File: config.mk
export PLATFORM = sky130hd
export DESIGN_NAME = amc_pak_end_flat
export DESIGN_NICKNAME = d
export VERILOG_FILES = /design/src/pkg/amc_pkg.sv /design/src/pkg/amc_link_if.sv /design/src/hdl/amc_skip_pred.sv /design/src/hdl/amc_pak_end.sv /design/src/flat_wrapper.sv
export SDC_FILE = /design/constraint.sdc
export NUM_CORES = 1
export LEC_CHECK = 0
export BUFFER_PORTS_ARGS = -buffer_cell sky130_fd_sc_hd__buf_2
export CORE_ASPECT_RATIO = 1.75
export CORE_MARGIN = 2
export CORE_UTILIZATION = 39
export CTS_CLUSTER_DIAMETER = 100
export DETAILED_ROUTE_END_ITERATION = 6
export HOLD_SLACK_MARGIN = 0.15
export PLACE_DENSITY = 0.65
export SYNTH_ARGS = -nofsm -noshare
export SYNTH_HDL_FRONTEND = slang
export SYNTH_SLANG_ARGS = --single-unit
File: constraint.sdc
create_clock -name core_clk -period 6.1 [get_ports core_clk]
set_clock_uncertainty 0.15 [all_clocks]
set_input_delay 0.915 -clock core_clk [delete_from_list [all_inputs] [get_ports core_clk]]
set_output_delay 0.915 -clock core_clk [all_outputs]
set_load 0.03 [all_outputs]
File: src/pkg/amc_pkg.sv
// Constants and types shared by the macroblock-type skip/direct conversion ends.
// Summary of operation
// RQ1: P skip: kind 1, skip set, no vectors.
// RQ2: B skip 8x8: 16h, skip, mask Fh, shape 0.
// RQ3: B skip 4x4: 16h, skip, Fh, FFh, no 8x8.
// RQ4: B direct 8x8: 16h, no skip, Fh, shape 0.
// RQ5: B direct 4x4: 16h, Fh, FFh, 8x8 transform cleared.
// RQ6: Four-pair shape 0; sixteen-pair shape FFh.
// RQ7: Packer detects P 8x8 all-reference-zero itself.
// RQ8: Slice direct/skip disables plus per-block skip disable.
// RQ9: P slice: only 16x16 list-0 becomes skip.
// RQ10: CBP is post-quantization, masked by input bits.
// RQ11: Forced P skip, pair allowed: skip, CBP zero.
// RQ12: Forced P skip, pair refused: type 0, CBP zero.
// RQ13: L0 16x16, CBP zero, MV==MVP, allowed: skip.
// RQ14: Same but pair refused: type 0, no skip.
// RQ15: Slice skip disable set: type 0, no skip.
// RQ16: B skip/direct: no vector-predictor check.
// RQ17: Skipped block carries no vectors or coefficients.
// RQ18: Skip predictor check uses reference index zero.
// RQ19: Skip predictor zero on missing/zero neighbour A or B.
// RQ20: Decision inputs: CBP fields, skip bit, direct mask.
// RQ21: Pair skip permitted held 1 outside MBAFF.
package amc_pkg;

  localparam int AMC_KIND_W = 5;
  localparam int AMC_MV_W = 16;
  localparam int AMC_REF_W = 4;
  localparam int AMC_CNT_W = 6;

  localparam logic [4:0] AMC_KIND_RESERVED = 5'h00;
  localparam logic [4:0] AMC_KIND_L0_16X16 = 5'h01;
  localparam logic [4:0] AMC_KIND_L0_L0_16X8 = 5'h04;
  localparam logic [4:0] AMC_KIND_L0_L0_8X16 = 5'h05;
  localparam logic [4:0] AMC_KIND_8X8 = 5'h16;

  localparam logic [3:0] AMC_DIRECT_ALL = 4'hF;
  localparam logic [7:0] AMC_SHAPE_4PAIR = 8'h00;
  localparam logic [7:0] AMC_SHAPE_16PAIR = 8'hFF;
  localparam logic [5:0] AMC_PAIRS_4 = 6'h04;
  localparam logic [5:0] AMC_PAIRS_16 = 6'h10;

  // Coded mb_type symbols.
  localparam logic [4:0] AMC_P_TYPE_L0_16X16 = 5'h00;
  localparam logic [4:0] AMC_P_TYPE_16X8 = 5'h01;
  localparam logic [4:0] AMC_P_TYPE_8X16 = 5'h02;
  localparam logic [4:0] AMC_P_TYPE_8X8 = 5'h03;
  localparam logic [4:0] AMC_P_TYPE_8X8_REF0 = 5'h04;
  localparam logic [4:0] AMC_B_TYPE_DIRECT = 5'h00;

  localparam logic [AMC_REF_W-1:0] AMC_SKIP_REF = 4'h0;

  typedef enum logic [1:0] {
    AMC_REQ_NORMAL,
    AMC_REQ_SKIP,
    AMC_REQ_DIRECT
  } amc_req_t;

endpackage

File: src/pkg/amc_link_if.sv
// Interface carrying one macroblock descriptor from the command stream to the packer.
`timescale 1ns/10ps
interface amc_link_if
  import amc_pkg::*;
();
  logic                 mb_valid;
  logic                 slice_is_b;
  logic [4:0]           mb_kind_code;
  logic                 skip_indicator;
  logic [3:0]           direct_quadrant_mask;
  logic [7:0]           sub_partition_shape;
  logic [7:0]           sub_prediction_direction;
  logic [5:0]           vector_count;
  logic                 transform_8x8_flag;
  logic [15:0]          cbp_luma;
  logic [3:0]           cbp_cb;
  logic [3:0]           cbp_cr;
  logic                 per_block_skip_conversion_off;
  logic [15:0]          ref_idx_l0;
  logic [AMC_MV_W-1:0]  mv_x;
  logic [AMC_MV_W-1:0]  mv_y;

  modport cmd (
    output mb_valid, slice_is_b, mb_kind_code, skip_indicator, direct_quadrant_mask,
    output sub_partition_shape, sub_prediction_direction, vector_count,
    output transform_8x8_flag, cbp_luma, cbp_cb, cbp_cr, per_block_skip_conversion_off,
    output ref_idx_l0, mv_x, mv_y
  );
  modport pak (
    input mb_valid, slice_is_b, mb_kind_code, skip_indicator, direct_quadrant_mask,
    input sub_partition_shape, sub_prediction_direction, vector_count,
    input transform_8x8_flag, cbp_luma, cbp_cb, cbp_cr, per_block_skip_conversion_off,
    input ref_idx_l0, mv_x, mv_y
  );
endinterface

File: src/hdl/amc_skip_pred.sv
// Predicted list-0 vector for a skipped macroblock from neighbours A, B and C.
`timescale 1ns/10ps
module amc_skip_pred
  import amc_pkg::*;
#(
  parameter int MV_W = AMC_MV_W
)(
  input  wire logic                 a_avail,
  input  wire logic                 b_avail,
  input  wire logic                 c_avail,
  input  wire logic [AMC_REF_W-1:0] a_ref,
  input  wire logic [AMC_REF_W-1:0] b_ref,
  input  wire logic [AMC_REF_W-1:0] c_ref,
  input  wire logic [2*MV_W-1:0]    a_mv,
  input  wire logic [2*MV_W-1:0]    b_mv,
  input  wire logic [2*MV_W-1:0]    c_mv,
  output logic      [2*MV_W-1:0]    pred_mv
);
  initial
  begin
    if (MV_W < 2) $error("amc_skip_pred: vector width too small");
  end

  // Signed median of three components, except that p equal to q and above r gives r.
  function automatic logic [MV_W-1:0] med3(input logic [MV_W-1:0] p, q, r);
    logic signed [MV_W-1:0] a;
    logic signed [MV_W-1:0] b;
    logic signed [MV_W-1:0] c;
    a = p;
    b = q;
    c = r;
    if ((a >= b) == (a <= c)) return p;
    if ((b >= a) == (b <= c)) return q;
    return r;
  endfunction

  logic                 a_hit;
  logic                 b_hit;
  logic                 c_hit;
  logic [2*MV_W-1:0]    a_use;
  logic [2*MV_W-1:0]    b_use;
  logic [2*MV_W-1:0]    c_use;

  // Unavailable neighbours count as zero vectors with no matching reference.
  // RQ18 reference taken zero
  always_comb
  begin
    a_hit = a_avail && (a_ref == AMC_SKIP_REF);
    b_hit = b_avail && (b_ref == AMC_SKIP_REF);
    c_hit = c_avail && (c_ref == AMC_SKIP_REF);
    a_use = a_avail ? a_mv : '0;
    b_use = b_avail ? b_mv : '0;
    c_use = c_avail ? c_mv : '0;
  end

  // RQ19 zero predictor cases
  always_comb
  begin
    if (!a_avail || !b_avail || (a_hit && a_use == '0) || (b_hit && b_use == '0))
      pred_mv = '0;
    else if (a_hit && !b_hit && !c_hit)
      pred_mv = a_use;
    else if (!a_hit && b_hit && !c_hit)
      pred_mv = b_use;
    else if (!a_hit && !b_hit && c_hit)
      pred_mv = c_use;
    else
      pred_mv = {med3(a_use[2*MV_W-1:MV_W], b_use[2*MV_W-1:MV_W], c_use[2*MV_W-1:MV_W]),
                 med3(a_use[MV_W-1:0], b_use[MV_W-1:0], c_use[MV_W-1:0])};
  end
endmodule

File: src/hdl/amc_pak_end.sv
// Packer end: decides skip, direct and coded macroblock type for each descriptor.
`timescale 1ns/10ps
module amc_pak_end
  import amc_pkg::*;
#(
  parameter int MV_W = AMC_MV_W
)(
  input  wire logic                 core_clk,
  input  wire logic                 rst,
  amc_link_if.pak                   link,
  input  wire logic                 direct_conversion_off,
  input  wire logic                 skip_conversion_off,
  input  wire logic                 mbaff_mode,
  input  wire logic                 pair_skip_in,
  input  wire logic [4:0]           num_ref_active,
  input  wire logic [15:0]          quant_nz_luma,
  input  wire logic [3:0]           quant_nz_cb,
  input  wire logic [3:0]           quant_nz_cr,
  input  wire logic                 nb_a_avail,
  input  wire logic                 nb_b_avail,
  input  wire logic                 nb_c_avail,
  input  wire logic [AMC_REF_W-1:0] nb_a_ref,
  input  wire logic [AMC_REF_W-1:0] nb_b_ref,
  input  wire logic [AMC_REF_W-1:0] nb_c_ref,
  input  wire logic [2*MV_W-1:0]    nb_a_mv,
  input  wire logic [2*MV_W-1:0]    nb_b_mv,
  input  wire logic [2*MV_W-1:0]    nb_c_mv,
  output logic                      out_valid,
  output logic                      out_skip_flag,
  output logic [4:0]                out_mb_type,
  output logic [15:0]               out_cbp_luma,
  output logic [3:0]                out_cbp_cb,
  output logic [3:0]                out_cbp_cr,
  output logic                      out_vectors_coded,
  output logic                      out_ref_idx_coded,
  output logic                      out_pair_skip_permitted
);
  initial
  begin
    if (MV_W != AMC_MV_W) $error("amc_pak_end: vector width must match link");
  end

  logic [2*MV_W-1:0]  pred_mv;
  logic               pair_ok;
  logic [23:0]        cbp_q;
  logic               cbp_zero;
  logic               mv_eq;
  logic               is_8x8;
  logic               all_direct;
  logic               all_ref0;

  logic               v_reg, v_next;
  logic               skip_reg, skip_next;
  logic [4:0]         type_reg, type_next;
  logic [23:0]        cbp_reg, cbp_next;
  logic               mvc_reg, mvc_next;
  logic               refc_reg, refc_next;
  logic               pair_reg, pair_next;

  amc_skip_pred #(
    .MV_W (MV_W)
  ) u_pred (
    .a_avail (nb_a_avail),
    .b_avail (nb_b_avail),
    .c_avail (nb_c_avail),
    .a_ref   (nb_a_ref),
    .b_ref   (nb_b_ref),
    .c_ref   (nb_c_ref),
    .a_mv    (nb_a_mv),
    .b_mv    (nb_b_mv),
    .c_mv    (nb_c_mv),
    .pred_mv (pred_mv)
  );

  // ---------------------------------------------------------------
  // Decision terms
  // ---------------------------------------------------------------
  always_comb
  begin
    // RQ21 pair skip outside MBAFF
    pair_ok = mbaff_mode ? pair_skip_in : 1'b1;
    // RQ10 post-quantization CBP
    cbp_q = {link.cbp_luma & quant_nz_luma, link.cbp_cb & quant_nz_cb,
             link.cbp_cr & quant_nz_cr};
    cbp_zero = (cbp_q == 24'h000000);
    // RQ18 compare at reference zero
    mv_eq = ({link.mv_y, link.mv_x} == pred_mv) && (link.ref_idx_l0[3:0] == AMC_SKIP_REF);
    is_8x8 = (link.mb_kind_code == AMC_KIND_8X8);
    all_direct = (link.direct_quadrant_mask == AMC_DIRECT_ALL);
    // RQ7 detect all-zero references
    all_ref0 = (link.ref_idx_l0 == 16'h0000) && (num_ref_active > 5'h01);
  end

  // ---------------------------------------------------------------
  // Conversion decision
  // ---------------------------------------------------------------
  // Everything is decided in one cycle, so no back-pressure is needed on the link.
  always_comb
  begin
    v_next = link.mb_valid;
    skip_next = 1'b0;
    type_next = AMC_P_TYPE_L0_16X16;
    cbp_next = cbp_q;
    mvc_next = 1'b1;
    refc_next = 1'b0;
    pair_next = pair_ok;
    if (!link.slice_is_b)
    begin
      // RQ9 P slice conversions
      if (link.skip_indicator)
      begin
        // RQ11 RQ12 forced P skip
        cbp_next = 24'h000000;
        skip_next = pair_ok;
        type_next = AMC_P_TYPE_L0_16X16;
      end
      else if (link.mb_kind_code == AMC_KIND_L0_16X16)
      begin
        // RQ8 RQ13 RQ14 RQ15 skip conversion
        skip_next = !skip_conversion_off && !link.per_block_skip_conversion_off &&
                    cbp_zero && mv_eq && pair_ok;
        type_next = AMC_P_TYPE_L0_16X16;
        refc_next = (num_ref_active > 5'h01);
      end
      else
      begin
        refc_next = (num_ref_active > 5'h01);
        case (link.mb_kind_code)
          AMC_KIND_L0_L0_16X8: type_next = AMC_P_TYPE_16X8;
          AMC_KIND_L0_L0_8X16: type_next = AMC_P_TYPE_8X16;
          AMC_KIND_8X8:
          begin
            // RQ7 choose reference-zero packing
            type_next = all_ref0 ? AMC_P_TYPE_8X8_REF0 : AMC_P_TYPE_8X8;
            refc_next = (num_ref_active > 5'h01) && !all_ref0;
          end
          default: type_next = AMC_P_TYPE_L0_16X16;
        endcase
      end
    end
    else
    begin
      // RQ16 no predictor check in B
      if (link.skip_indicator)
      begin
        cbp_next = 24'h000000;
        skip_next = pair_ok;
        type_next = AMC_B_TYPE_DIRECT;
        mvc_next = 1'b0;
      end
      else if (is_8x8 && all_direct && !direct_conversion_off)
      begin
        // RQ8 slice and block disables
        skip_next = !skip_conversion_off && !link.per_block_skip_conversion_off &&
                    cbp_zero && pair_ok;
        type_next = AMC_B_TYPE_DIRECT;
        mvc_next = 1'b0;
      end
      else
      begin
        type_next = link.mb_kind_code;
        mvc_next = (link.direct_quadrant_mask != AMC_DIRECT_ALL);
      end
    end
    // RQ17 skip carries nothing else
    if (skip_next)
    begin
      cbp_next = 24'h000000;
      mvc_next = 1'b0;
      refc_next = 1'b0;
    end
    if (!link.mb_valid)
    begin
      skip_next = 1'b0;
      mvc_next = 1'b0;
      refc_next = 1'b0;
    end
  end

  always_ff @(posedge core_clk)
  begin
    if (rst)
    begin
      v_reg <= 1'b0;
      skip_reg <= 1'b0;
      type_reg <= AMC_P_TYPE_L0_16X16;
      cbp_reg <= 24'h000000;
      mvc_reg <= 1'b0;
      refc_reg <= 1'b0;
      pair_reg <= 1'b1;
    end
    else
    begin
      v_reg <= v_next;
      skip_reg <= skip_next;
      type_reg <= type_next;
      cbp_reg <= cbp_next;
      mvc_reg <= mvc_next;
      refc_reg <= refc_next;
      pair_reg <= pair_next;
    end
  end

  assign out_valid = v_reg;
  assign out_skip_flag = skip_reg;
  assign out_mb_type = type_reg;
  assign out_cbp_luma = cbp_reg[23:8];
  assign out_cbp_cb = cbp_reg[7:4];
  assign out_cbp_cr = cbp_reg[3:0];
  assign out_vectors_coded = mvc_reg;
  assign out_ref_idx_coded = refc_reg;
  assign out_pair_skip_permitted = pair_reg;
endmodule

File: src/flat_wrapper.sv
// flat-port wrapper written by rule: the top's interface ports become plain ports
module amc_pak_end_flat import amc_pkg::*;
#(
  parameter int MV_W = AMC_MV_W
)
  (core_clk, rst, direct_conversion_off, skip_conversion_off, mbaff_mode, pair_skip_in, num_ref_active, quant_nz_luma, quant_nz_cb, quant_nz_cr, nb_a_avail, nb_b_avail, nb_c_avail, nb_a_ref, nb_b_ref, nb_c_ref, nb_a_mv, nb_b_mv, nb_c_mv, out_valid, out_skip_flag, out_mb_type, out_cbp_luma, out_cbp_cb, out_cbp_cr, out_vectors_coded, out_ref_idx_coded, out_pair_skip_permitted, link_mb_valid, link_slice_is_b, link_mb_kind_code, link_skip_indicator, link_direct_quadrant_mask, link_sub_partition_shape, link_sub_prediction_direction, link_vector_count, link_transform_8x8_flag, link_cbp_luma, link_cbp_cb, link_cbp_cr, link_per_block_skip_conversion_off, link_ref_idx_l0, link_mv_x, link_mv_y);
  amc_link_if link_i ();
  input  wire logic core_clk;
  input  wire logic rst;
  input  wire logic direct_conversion_off;
  input  wire logic skip_conversion_off;
  input  wire logic mbaff_mode;
  input  wire logic pair_skip_in;
  input  wire logic [4:0] num_ref_active;
  input  wire logic [15:0] quant_nz_luma;
  input  wire logic [3:0] quant_nz_cb;
  input  wire logic [3:0] quant_nz_cr;
  input  wire logic nb_a_avail;
  input  wire logic nb_b_avail;
  input  wire logic nb_c_avail;
  input  wire logic [AMC_REF_W-1:0] nb_a_ref;
  input  wire logic [AMC_REF_W-1:0] nb_b_ref;
  input  wire logic [AMC_REF_W-1:0] nb_c_ref;
  input  wire logic [2*MV_W-1:0] nb_a_mv;
  input  wire logic [2*MV_W-1:0] nb_b_mv;
  input  wire logic [2*MV_W-1:0] nb_c_mv;
  output logic out_valid;
  output logic out_skip_flag;
  output logic [4:0] out_mb_type;
  output logic [15:0] out_cbp_luma;
  output logic [3:0] out_cbp_cb;
  output logic [3:0] out_cbp_cr;
  output logic out_vectors_coded;
  output logic out_ref_idx_coded;
  output logic out_pair_skip_permitted;
  input wire logic [$bits(link_i.mb_valid)-1:0] link_mb_valid;
  input wire logic [$bits(link_i.slice_is_b)-1:0] link_slice_is_b;
  input wire logic [$bits(link_i.mb_kind_code)-1:0] link_mb_kind_code;
  input wire logic [$bits(link_i.skip_indicator)-1:0] link_skip_indicator;
  input wire logic [$bits(link_i.direct_quadrant_mask)-1:0] link_direct_quadrant_mask;
  input wire logic [$bits(link_i.sub_partition_shape)-1:0] link_sub_partition_shape;
  input wire logic [$bits(link_i.sub_prediction_direction)-1:0] link_sub_prediction_direction;
  input wire logic [$bits(link_i.vector_count)-1:0] link_vector_count;
  input wire logic [$bits(link_i.transform_8x8_flag)-1:0] link_transform_8x8_flag;
  input wire logic [$bits(link_i.cbp_luma)-1:0] link_cbp_luma;
  input wire logic [$bits(link_i.cbp_cb)-1:0] link_cbp_cb;
  input wire logic [$bits(link_i.cbp_cr)-1:0] link_cbp_cr;
  input wire logic [$bits(link_i.per_block_skip_conversion_off)-1:0] link_per_block_skip_conversion_off;
  input wire logic [$bits(link_i.ref_idx_l0)-1:0] link_ref_idx_l0;
  input wire logic [$bits(link_i.mv_x)-1:0] link_mv_x;
  input wire logic [$bits(link_i.mv_y)-1:0] link_mv_y;
  assign link_i.mb_valid = link_mb_valid;
  assign link_i.slice_is_b = link_slice_is_b;
  assign link_i.mb_kind_code = link_mb_kind_code;
  assign link_i.skip_indicator = link_skip_indicator;
  assign link_i.direct_quadrant_mask = link_direct_quadrant_mask;
  assign link_i.sub_partition_shape = link_sub_partition_shape;
  assign link_i.sub_prediction_direction = link_sub_prediction_direction;
  assign link_i.vector_count = link_vector_count;
  assign link_i.transform_8x8_flag = link_transform_8x8_flag;
  assign link_i.cbp_luma = link_cbp_luma;
  assign link_i.cbp_cb = link_cbp_cb;
  assign link_i.cbp_cr = link_cbp_cr;
  assign link_i.per_block_skip_conversion_off = link_per_block_skip_conversion_off;
  assign link_i.ref_idx_l0 = link_ref_idx_l0;
  assign link_i.mv_x = link_mv_x;
  assign link_i.mv_y = link_mv_y;
  amc_pak_end #(.MV_W(MV_W)) u_core (.core_clk(core_clk), .rst(rst), .link(link_i), .direct_conversion_off(direct_conversion_off), .skip_conversion_off(skip_conversion_off), .mbaff_mode(mbaff_mode), .pair_skip_in(pair_skip_in), .num_ref_active(num_ref_active), .quant_nz_luma(quant_nz_luma), .quant_nz_cb(quant_nz_cb), .quant_nz_cr(quant_nz_cr), .nb_a_avail(nb_a_avail), .nb_b_avail(nb_b_avail), .nb_c_avail(nb_c_avail), .nb_a_ref(nb_a_ref), .nb_b_ref(nb_b_ref), .nb_c_ref(nb_c_ref), .nb_a_mv(nb_a_mv), .nb_b_mv(nb_b_mv), .nb_c_mv(nb_c_mv), .out_valid(out_valid), .out_skip_flag(out_skip_flag), .out_mb_type(out_mb_type), .out_cbp_luma(out_cbp_luma), .out_cbp_cb(out_cbp_cb), .out_cbp_cr(out_cbp_cr), .out_vectors_coded(out_vectors_coded), .out_ref_idx_coded(out_ref_idx_coded), .out_pair_skip_permitted(out_pair_skip_permitted));
endmodule
==> results of run 1 <==
## power by group through the flow
stage                     logic (uW)  clock network (uW)  registers [uW]
after global routing            1270                 243             231
after floorplan                  582                   0             248
after CTS                       1160                 238             231
after global placement          1140                   0             235
final                           1210                 233             231
after detailed placement        1150                   0             235
## stage by stage
step	total power (uW)	hold slack [ps]
floorplan	830	856
global placement	1380	996
detailed placement	1390	999
CTS	1620	707
global route	1750	722
finish	1680	718
## per-layer routing
metal | track usage | wire length (um) | vias to the layer above
met1 | 0.391 | 14800 | 5497
met3 | 0.101 | 4500 | 334
met5 | 0 | 0 | -
met2 | 0.765 | 23100 | 862
li1 | - | - | 5304
met4 | 0.519 | 7120 | 0
## how the worst min path moves through the flow
| stage | to | slack (ps) | startpoint | cells past startpoint |
|---|---|---|---|---|
| after floorplan | u_core.out_valid | 860 | rst | 1 |
| after global placement | u_core.out_pair_skip_permitted | 1000 | rst | 2 |
| after detailed placement | u_core.out_pair_skip_permitted | 1000 | rst | 2 |
| after CTS | u_core.out_pair_skip_permitted | 710 | rst | 2 |
| after global routing | u_core.out_pair_skip_permitted | 720 | rst | 2 |
| final | u_core.out_pair_skip_permitted | 720 | rst | 2 |
## layout make-up
cell class | instances | area, sq um | area share
multi-input combinational | 1010 | 6710 | 0.622
tap | 248 | 310 | 0.0288
sequential | 34 | 681 | 0.0631
antenna | 1 | 2.50 | 0.000232
inverter | 86 | 323 | 0.0299
clock buffer | 7 | 133 | 0.0123
timing repair buffer | 431 | 2630 | 0.244
## layout by cell type, fill, tap and decap left out, types with 18 or more instances in the layout
master    synthesis  final
a22oi_1          23     23
nor3_1           27     27
nand4_1          34     34
and3_1           21     21
o22ai_1          29     29
dfxtp_1          34     34
inv_1            86     86
buf_4             2    164
buf_2            17    263
nor2_1           87     87
nand2_1         180    180
a211oi_1         19     19
a21oi_1          77     77
nand3_1          31     31
nor4_1           38     38
ha_1             86     86
mux2i_1          18     18
o21ai_0          63     63
## critical path: stages
cell and delay, ps:
buf_2 380, nand2_1 210, inv_1 130, ha_1 270
buf_4 170, mux2i_1 550, a21oi_1 230, and3_1 260
nand2b_4 170, xor2_1 570, a41oi_1 230, nand2_1 110
mux2i_1 80, or4_1 570, a2111oi_0 540, and4_1 380
nor4b_1 80
## cell families after synthesis
group	after synthesis
adder cells (fa/ha/maj)	88
AND/OR/NAND/NOR	500
XOR/XNOR	13
AO/OA/AOI/OAI	382
multiplexers	27
buffers and inverters	142
flip-flops	34
==> reports/metrics.yaml, run 1 <==
run_status:
  run_status: "finished clean"
power:
  leakagePower_uw: 0.00537
  sw_frac_of_total: 0.478
  share_clk_of_total_power: 0.139
  share_comb_of_total_power: 0.723
  p_sw_uw: 801
  p_seq_frac: 0.138
  power.ir.vdd_worst_mv: 0.244
  pwr_density_cell_mw_per_mm2: 155
  cellInternalPower_uw: 875
yosys:
  synth.area.top_cells: "ha_1 (14%), dfxtp_1 (8.5%), nand2_1 (8.5%)"
  avgSynthCellArea_sq_um: 6.72
  synthDominantAreaCellType: "ha_1"
  synth.yosys.seq_area_share: 0.0854
  count_of_cell_types_in_the_netlist: 95
  syn-cell-area_sq_mm: 0.00797
  synthTopCellsByCount: "nand2_1 (180), nor2_1 (87), ha_1 (86), inv_1 (86), a21oi_1 (77)"
  muxShareOfSynthArea: 0.0353
  synth-adder-area-share: 0.138
  synth_largest_type_area_fraction: 0.135
  synth_enable_flop_cells: 0
  yosysMostFrequentCell: "nand2_1"
  syn_nets: 1526
  synth_top_family_by_area: "compound AO/OA/AOI/OAI gates"
  synthSimpleGateAreaFrac: 0.312
  ys_async_sr_fraction: 0
  synth_compound_gate_area_share: 0.340
  synthesis.yosys.warnings: 0
  netlist_instances: 1186
  most_common_flop_cell_mapped_by_yosys: "dfxtp_1"
  synth-xor-area-share: 0.0171
  yosys_register_bits: 34
timing:
  finalCriticalPeriod_ps: 5860
  fin_tns_setup_ps: 0
  achievable-frequency_ghz: 0.171
  finalHoldViolations: 0
  maxSlewHeadroom: 0.0221
  tightestPinTransition_ps: 1460
  setup_repair_after_global_routing_missed_its_margin: "false"
  timing_max_transition_violations_final: 0
  layout_worst_path_cycle_share: 0.960
  layout_setup_ws_ps: 242
  setup-violations-final: 0
placement:
  placement.io_buffers: 263
  hpwlAfterDp_um: 40500
  place_congestion: 1.15
  post_detailed_placement_cell_area_sq_mm: 0.0107
  pre_cts_slack_ps: 196
  place_inst: 1809
clock_tree:
  clkSlewWorstSetupHoldPaths_ps: 50
  cts-root-to-sink-buffers: 2
  post_cts_setup_repair_bufs: 0
  cts_tree: "built"
  hold_buffers: 0
  clock_sink_count: 34
  cts_root_buf: "clkbuf_16"
  cts_max_level: 2
  cts_resized: 0
  cts_inserted_buffers: 5
floorplan:
  rows: 69
  floorplan.initialDensity: 0.394
  die_area_sq_mm: 0.0216
  boundaryPins: 288
  design.core.area_sq_mm: 0.0202
  dieHeight_um: 193
  die_width_um: 112
global_route:
  first_global_vias: 11615
  grt_pass1_wl_um: 70400
  grt_start_max_net_pins: 40
  grt_antenna_before_repair: 2
  overflow: 0
  grt.total_usage: 0.442
route:
  firstDrtPassIters: 6
  routed-via-count: 11997
  routed_wirelength_um: 49500
  average_routed_wire_per_standard_cell_um: 27.2
  antenna_violating_nets_post_route: 0
  drt_first_iter_violations: 1040
  viasPerCell: 6.60
  remaining_drc_errors: 0
cells_and_area:
  stdcell_count: 1817
  final_core_util: 0.534
  layout.cell_area.non_filler_sq_mm: 0.0108
  largest_register_ffs: 24
  drive_above_1_share: 0.305
  fillCellCount: 2119
  net_total_in_the_final_layout: 1908
  area_growth_syn_to_layout_pct: 35.4
hold_path:
  min_path_type: "primary input to register"
worst_setup_path:
  crit_arrival_ps: 5870
  crit_end: "u_core.out_vectors_coded"
  timing.critical_path.from: "nb_b_avail"
  critical_path.endpoint_type: "register"
  critical_path.startpoint_type: "primary input"
  required_ps: 6110
  critPathMaxFanout: 16
  worstSetupPathType: "primary input to register"
run:
  max_cap_violations: 0
Power figures use the tool's default switching activity.
==> run 2: changes to the inputs <==
MAX_ROUTING_LAYER = met4   (was default)
REMOVE_ABC_BUFFERS = 1   (was default)
==> run 2 against run 1 <==
First-iteration DRC count is 1.2% lower. Flip-flop and latch count stayed put. Worst setup slack worse by 140 ps. Total power is 9.7% higher. Global-route usage is 4.5 points higher. Clock power is 52% higher. Clock-buffer cell count is 2 lower. Hold slack worse by 9.8 ps. Wire length is 6.5% higher. Critical path type unchanged. Largest power group unchanged.
==> reports/metrics.yaml, run 2 (synthesis gave the netlist of run 1 again) <==
run_status:
  run_status: "finished clean"  # unchanged
worst_setup_path:
  worstSetupPathType: "primary input to register"  # unchanged
  required_ps: 6130  # was 6110 ps
  critPathMaxFanout: 7  # was 16
  critical_path.endpoint_type: "register"  # unchanged
  critical_path.startpoint_type: "primary input"  # unchanged
  crit_arrival_ps: 6030  # was 5870 ps
cells_and_area:
  fillCellCount: 2021  # was 2119
  largest_register_ffs: 24  # unchanged
  area_growth_syn_to_layout_pct: 44.2  # was 35.4%
  layout.cells.most_common: "buf_2"  # unchanged
  net_total_in_the_final_layout: 1986  # was 1908
  drive_above_1_share: 0.342  # was 0.305
  most-common-layout-cells: "buf_2 (263), buf_4 (239), nand2_1 (180)"  # was buf_2 (263), nand2_1 (180), buf_4 (164)
  layout.cell_area.non_filler_sq_mm: 0.0115  # was 0.0108 sq mm
global_route:
  grtUsageMet2: 0.836  # was 0.765
  grt.total_usage: 0.487  # was 0.442
  grt_antenna_before_repair: 3  # was 2
  grt_start_max_net_pins: 35  # was 40
  globalRoute.busiestLayer: "met2"  # unchanged
  overflow: 0  # unchanged
  grt_pass1_wl_um: 75000  # was 70400 um
  grt_util_met3: 0.123  # was 0.101
  first_global_vias: 12076  # was 11615
  gr-usage-met1: 0.401  # was 0.391
clock_tree:
  cts_max_level: 2  # unchanged
  cts-root-to-sink-buffers: 2  # unchanged
  clock_sink_count: 34  # unchanged
  post_cts_setup_repair_bufs: 0  # unchanged
  cts_resized: 0  # unchanged
  cts_inserted_buffers: 5  # unchanged
  cts_tree: "built"  # unchanged
  hold_buffers: 0  # unchanged
  cts_root_buf: "clkbuf_16"  # unchanged
  clkSlewWorstSetupHoldPaths_ps: 60  # was 50 ps
timing:
  timing_max_transition_violations_final: 0  # unchanged
  layout_worst_path_cycle_share: 0.983  # was 0.960
  achievable-frequency_ghz: 0.167  # was 0.171 GHz
  setup_repair_after_global_routing_missed_its_margin: "false"  # unchanged
  fin_tns_setup_ps: 0  # unchanged
  setup-violations-final: 0  # unchanged
  finalCriticalPeriod_ps: 6000  # was 5860 ps
  finalHoldViolations: 0  # unchanged
  tightestPinTransition_ps: 1190  # was 1460 ps
  maxSlewHeadroom: 0.205  # was 0.0221
floorplan:
  boundaryPins: 288  # unchanged
  die_area_sq_mm: 0.0216  # unchanged
  floorplan.initialDensity: 0.394  # unchanged
  die_width_um: 112  # unchanged
  rows: 69  # unchanged
  dieHeight_um: 193  # unchanged
  design.core.area_sq_mm: 0.0202  # unchanged
route:
  antenna_violating_nets_post_route: 0  # unchanged
  routed_wirelength_um: 52700  # was 49500 um
  firstDrtPassIters: 5  # was 6
  remaining_drc_errors: 0  # unchanged
  viasPerCell: 6.53  # was 6.60
  average_routed_wire_per_standard_cell_um: 27.8  # was 27.2 um
  routed-via-count: 12395  # was 11997
  drt_first_iter_violations: 1028  # was 1040
placement:
  placement.io_buffers: 263  # unchanged
  post_detailed_placement_cell_area_sq_mm: 0.0113  # was 0.0107 sq mm
  place_congestion: 1.16  # was 1.15
  hpwlAfterDp_um: 43500  # was 40500 um
hold_path:
  min_path_type: "primary input to register"  # unchanged
power:
  pwr_density_cell_mw_per_mm2: 160  # was 155 mW/mm^2
  leakagePower_uw: 0.00580  # was 0.00537 uW
  power.ir.vdd_worst_mv: 0.268  # was 0.244 mV
run:
  max_cap_violations: 0  # unchanged
## run 2: final timing paths
path | endpoint | slack (ps) | depth (start not counted) | start
worst max-delay path | u_core.out_vectors_coded | 100 | 21 | nb_a_avail
worst min-delay path | u_core.cbp_reg[2] | 710 | 2 | quant_nz_cr[2]
## run 2: routing by layer
metal  share of wire  wire length, um
met2            0.48            25100
met1            0.30            15700
met5               0                0
met4            0.14             7580
met3           0.083             4380
## run 2: area by class of cell
cell class / count / area, sq um / area share
Clock inverter: 3 / 68.8 / 0.00599
Inverter: 86 / 323 / 0.0281
Clock buffer: 5 / 125 / 0.0109
Multi-Input combinational cell: 1010 / 6730 / 0.585
Antenna cell: 3 / 7.51 / 0.000653
Sequential cell: 34 / 681 / 0.0592
Tap cell: 248 / 310 / 0.0270
Timing Repair Buffer: 509 / 3250 / 0.283
## run 2: power by group
group          leakage, uW  total [uW]  internal, uW  switching, uW
clock            0.0000940         353           235            118
sequential        0.000277         230           228           1.40
combinational      0.00542        1250           521            734
## run 2: worst max-delay path, cell delays in order
cell and delay [ps]:
buf_2 200, buf_12 170, buf_4 140, nand2_1 120, inv_1 100, ha_1 310
nand4_1 140, or3_1 540, or3_1 600, o21ai_1 180, mux2_2 260, xnor2_1 180
buf_4 210, a211oi_2 520, a31oi_1 200, a2111oi_2 370, nand4_1 130, nor4_1 250
and4_1 220, buf_4 180, nor4b_1 70
## run 2: per-stage QoR
stage          total power [uW]  instances  utilization  setup slack, ps  hold slack, ps
3_3_place_gp               1420       1887        0.558            -82.2            1000
4_1_cts                    1780       1895        0.568              244             709
3_5_place_dp               1430       1887        0.558            -24.8            1010
6_report                   1840       1898        0.569              103             708
2_1_floorplan               801       1130            -             1230             856
5_1_grt                    1910       1898        0.569             19.6             722
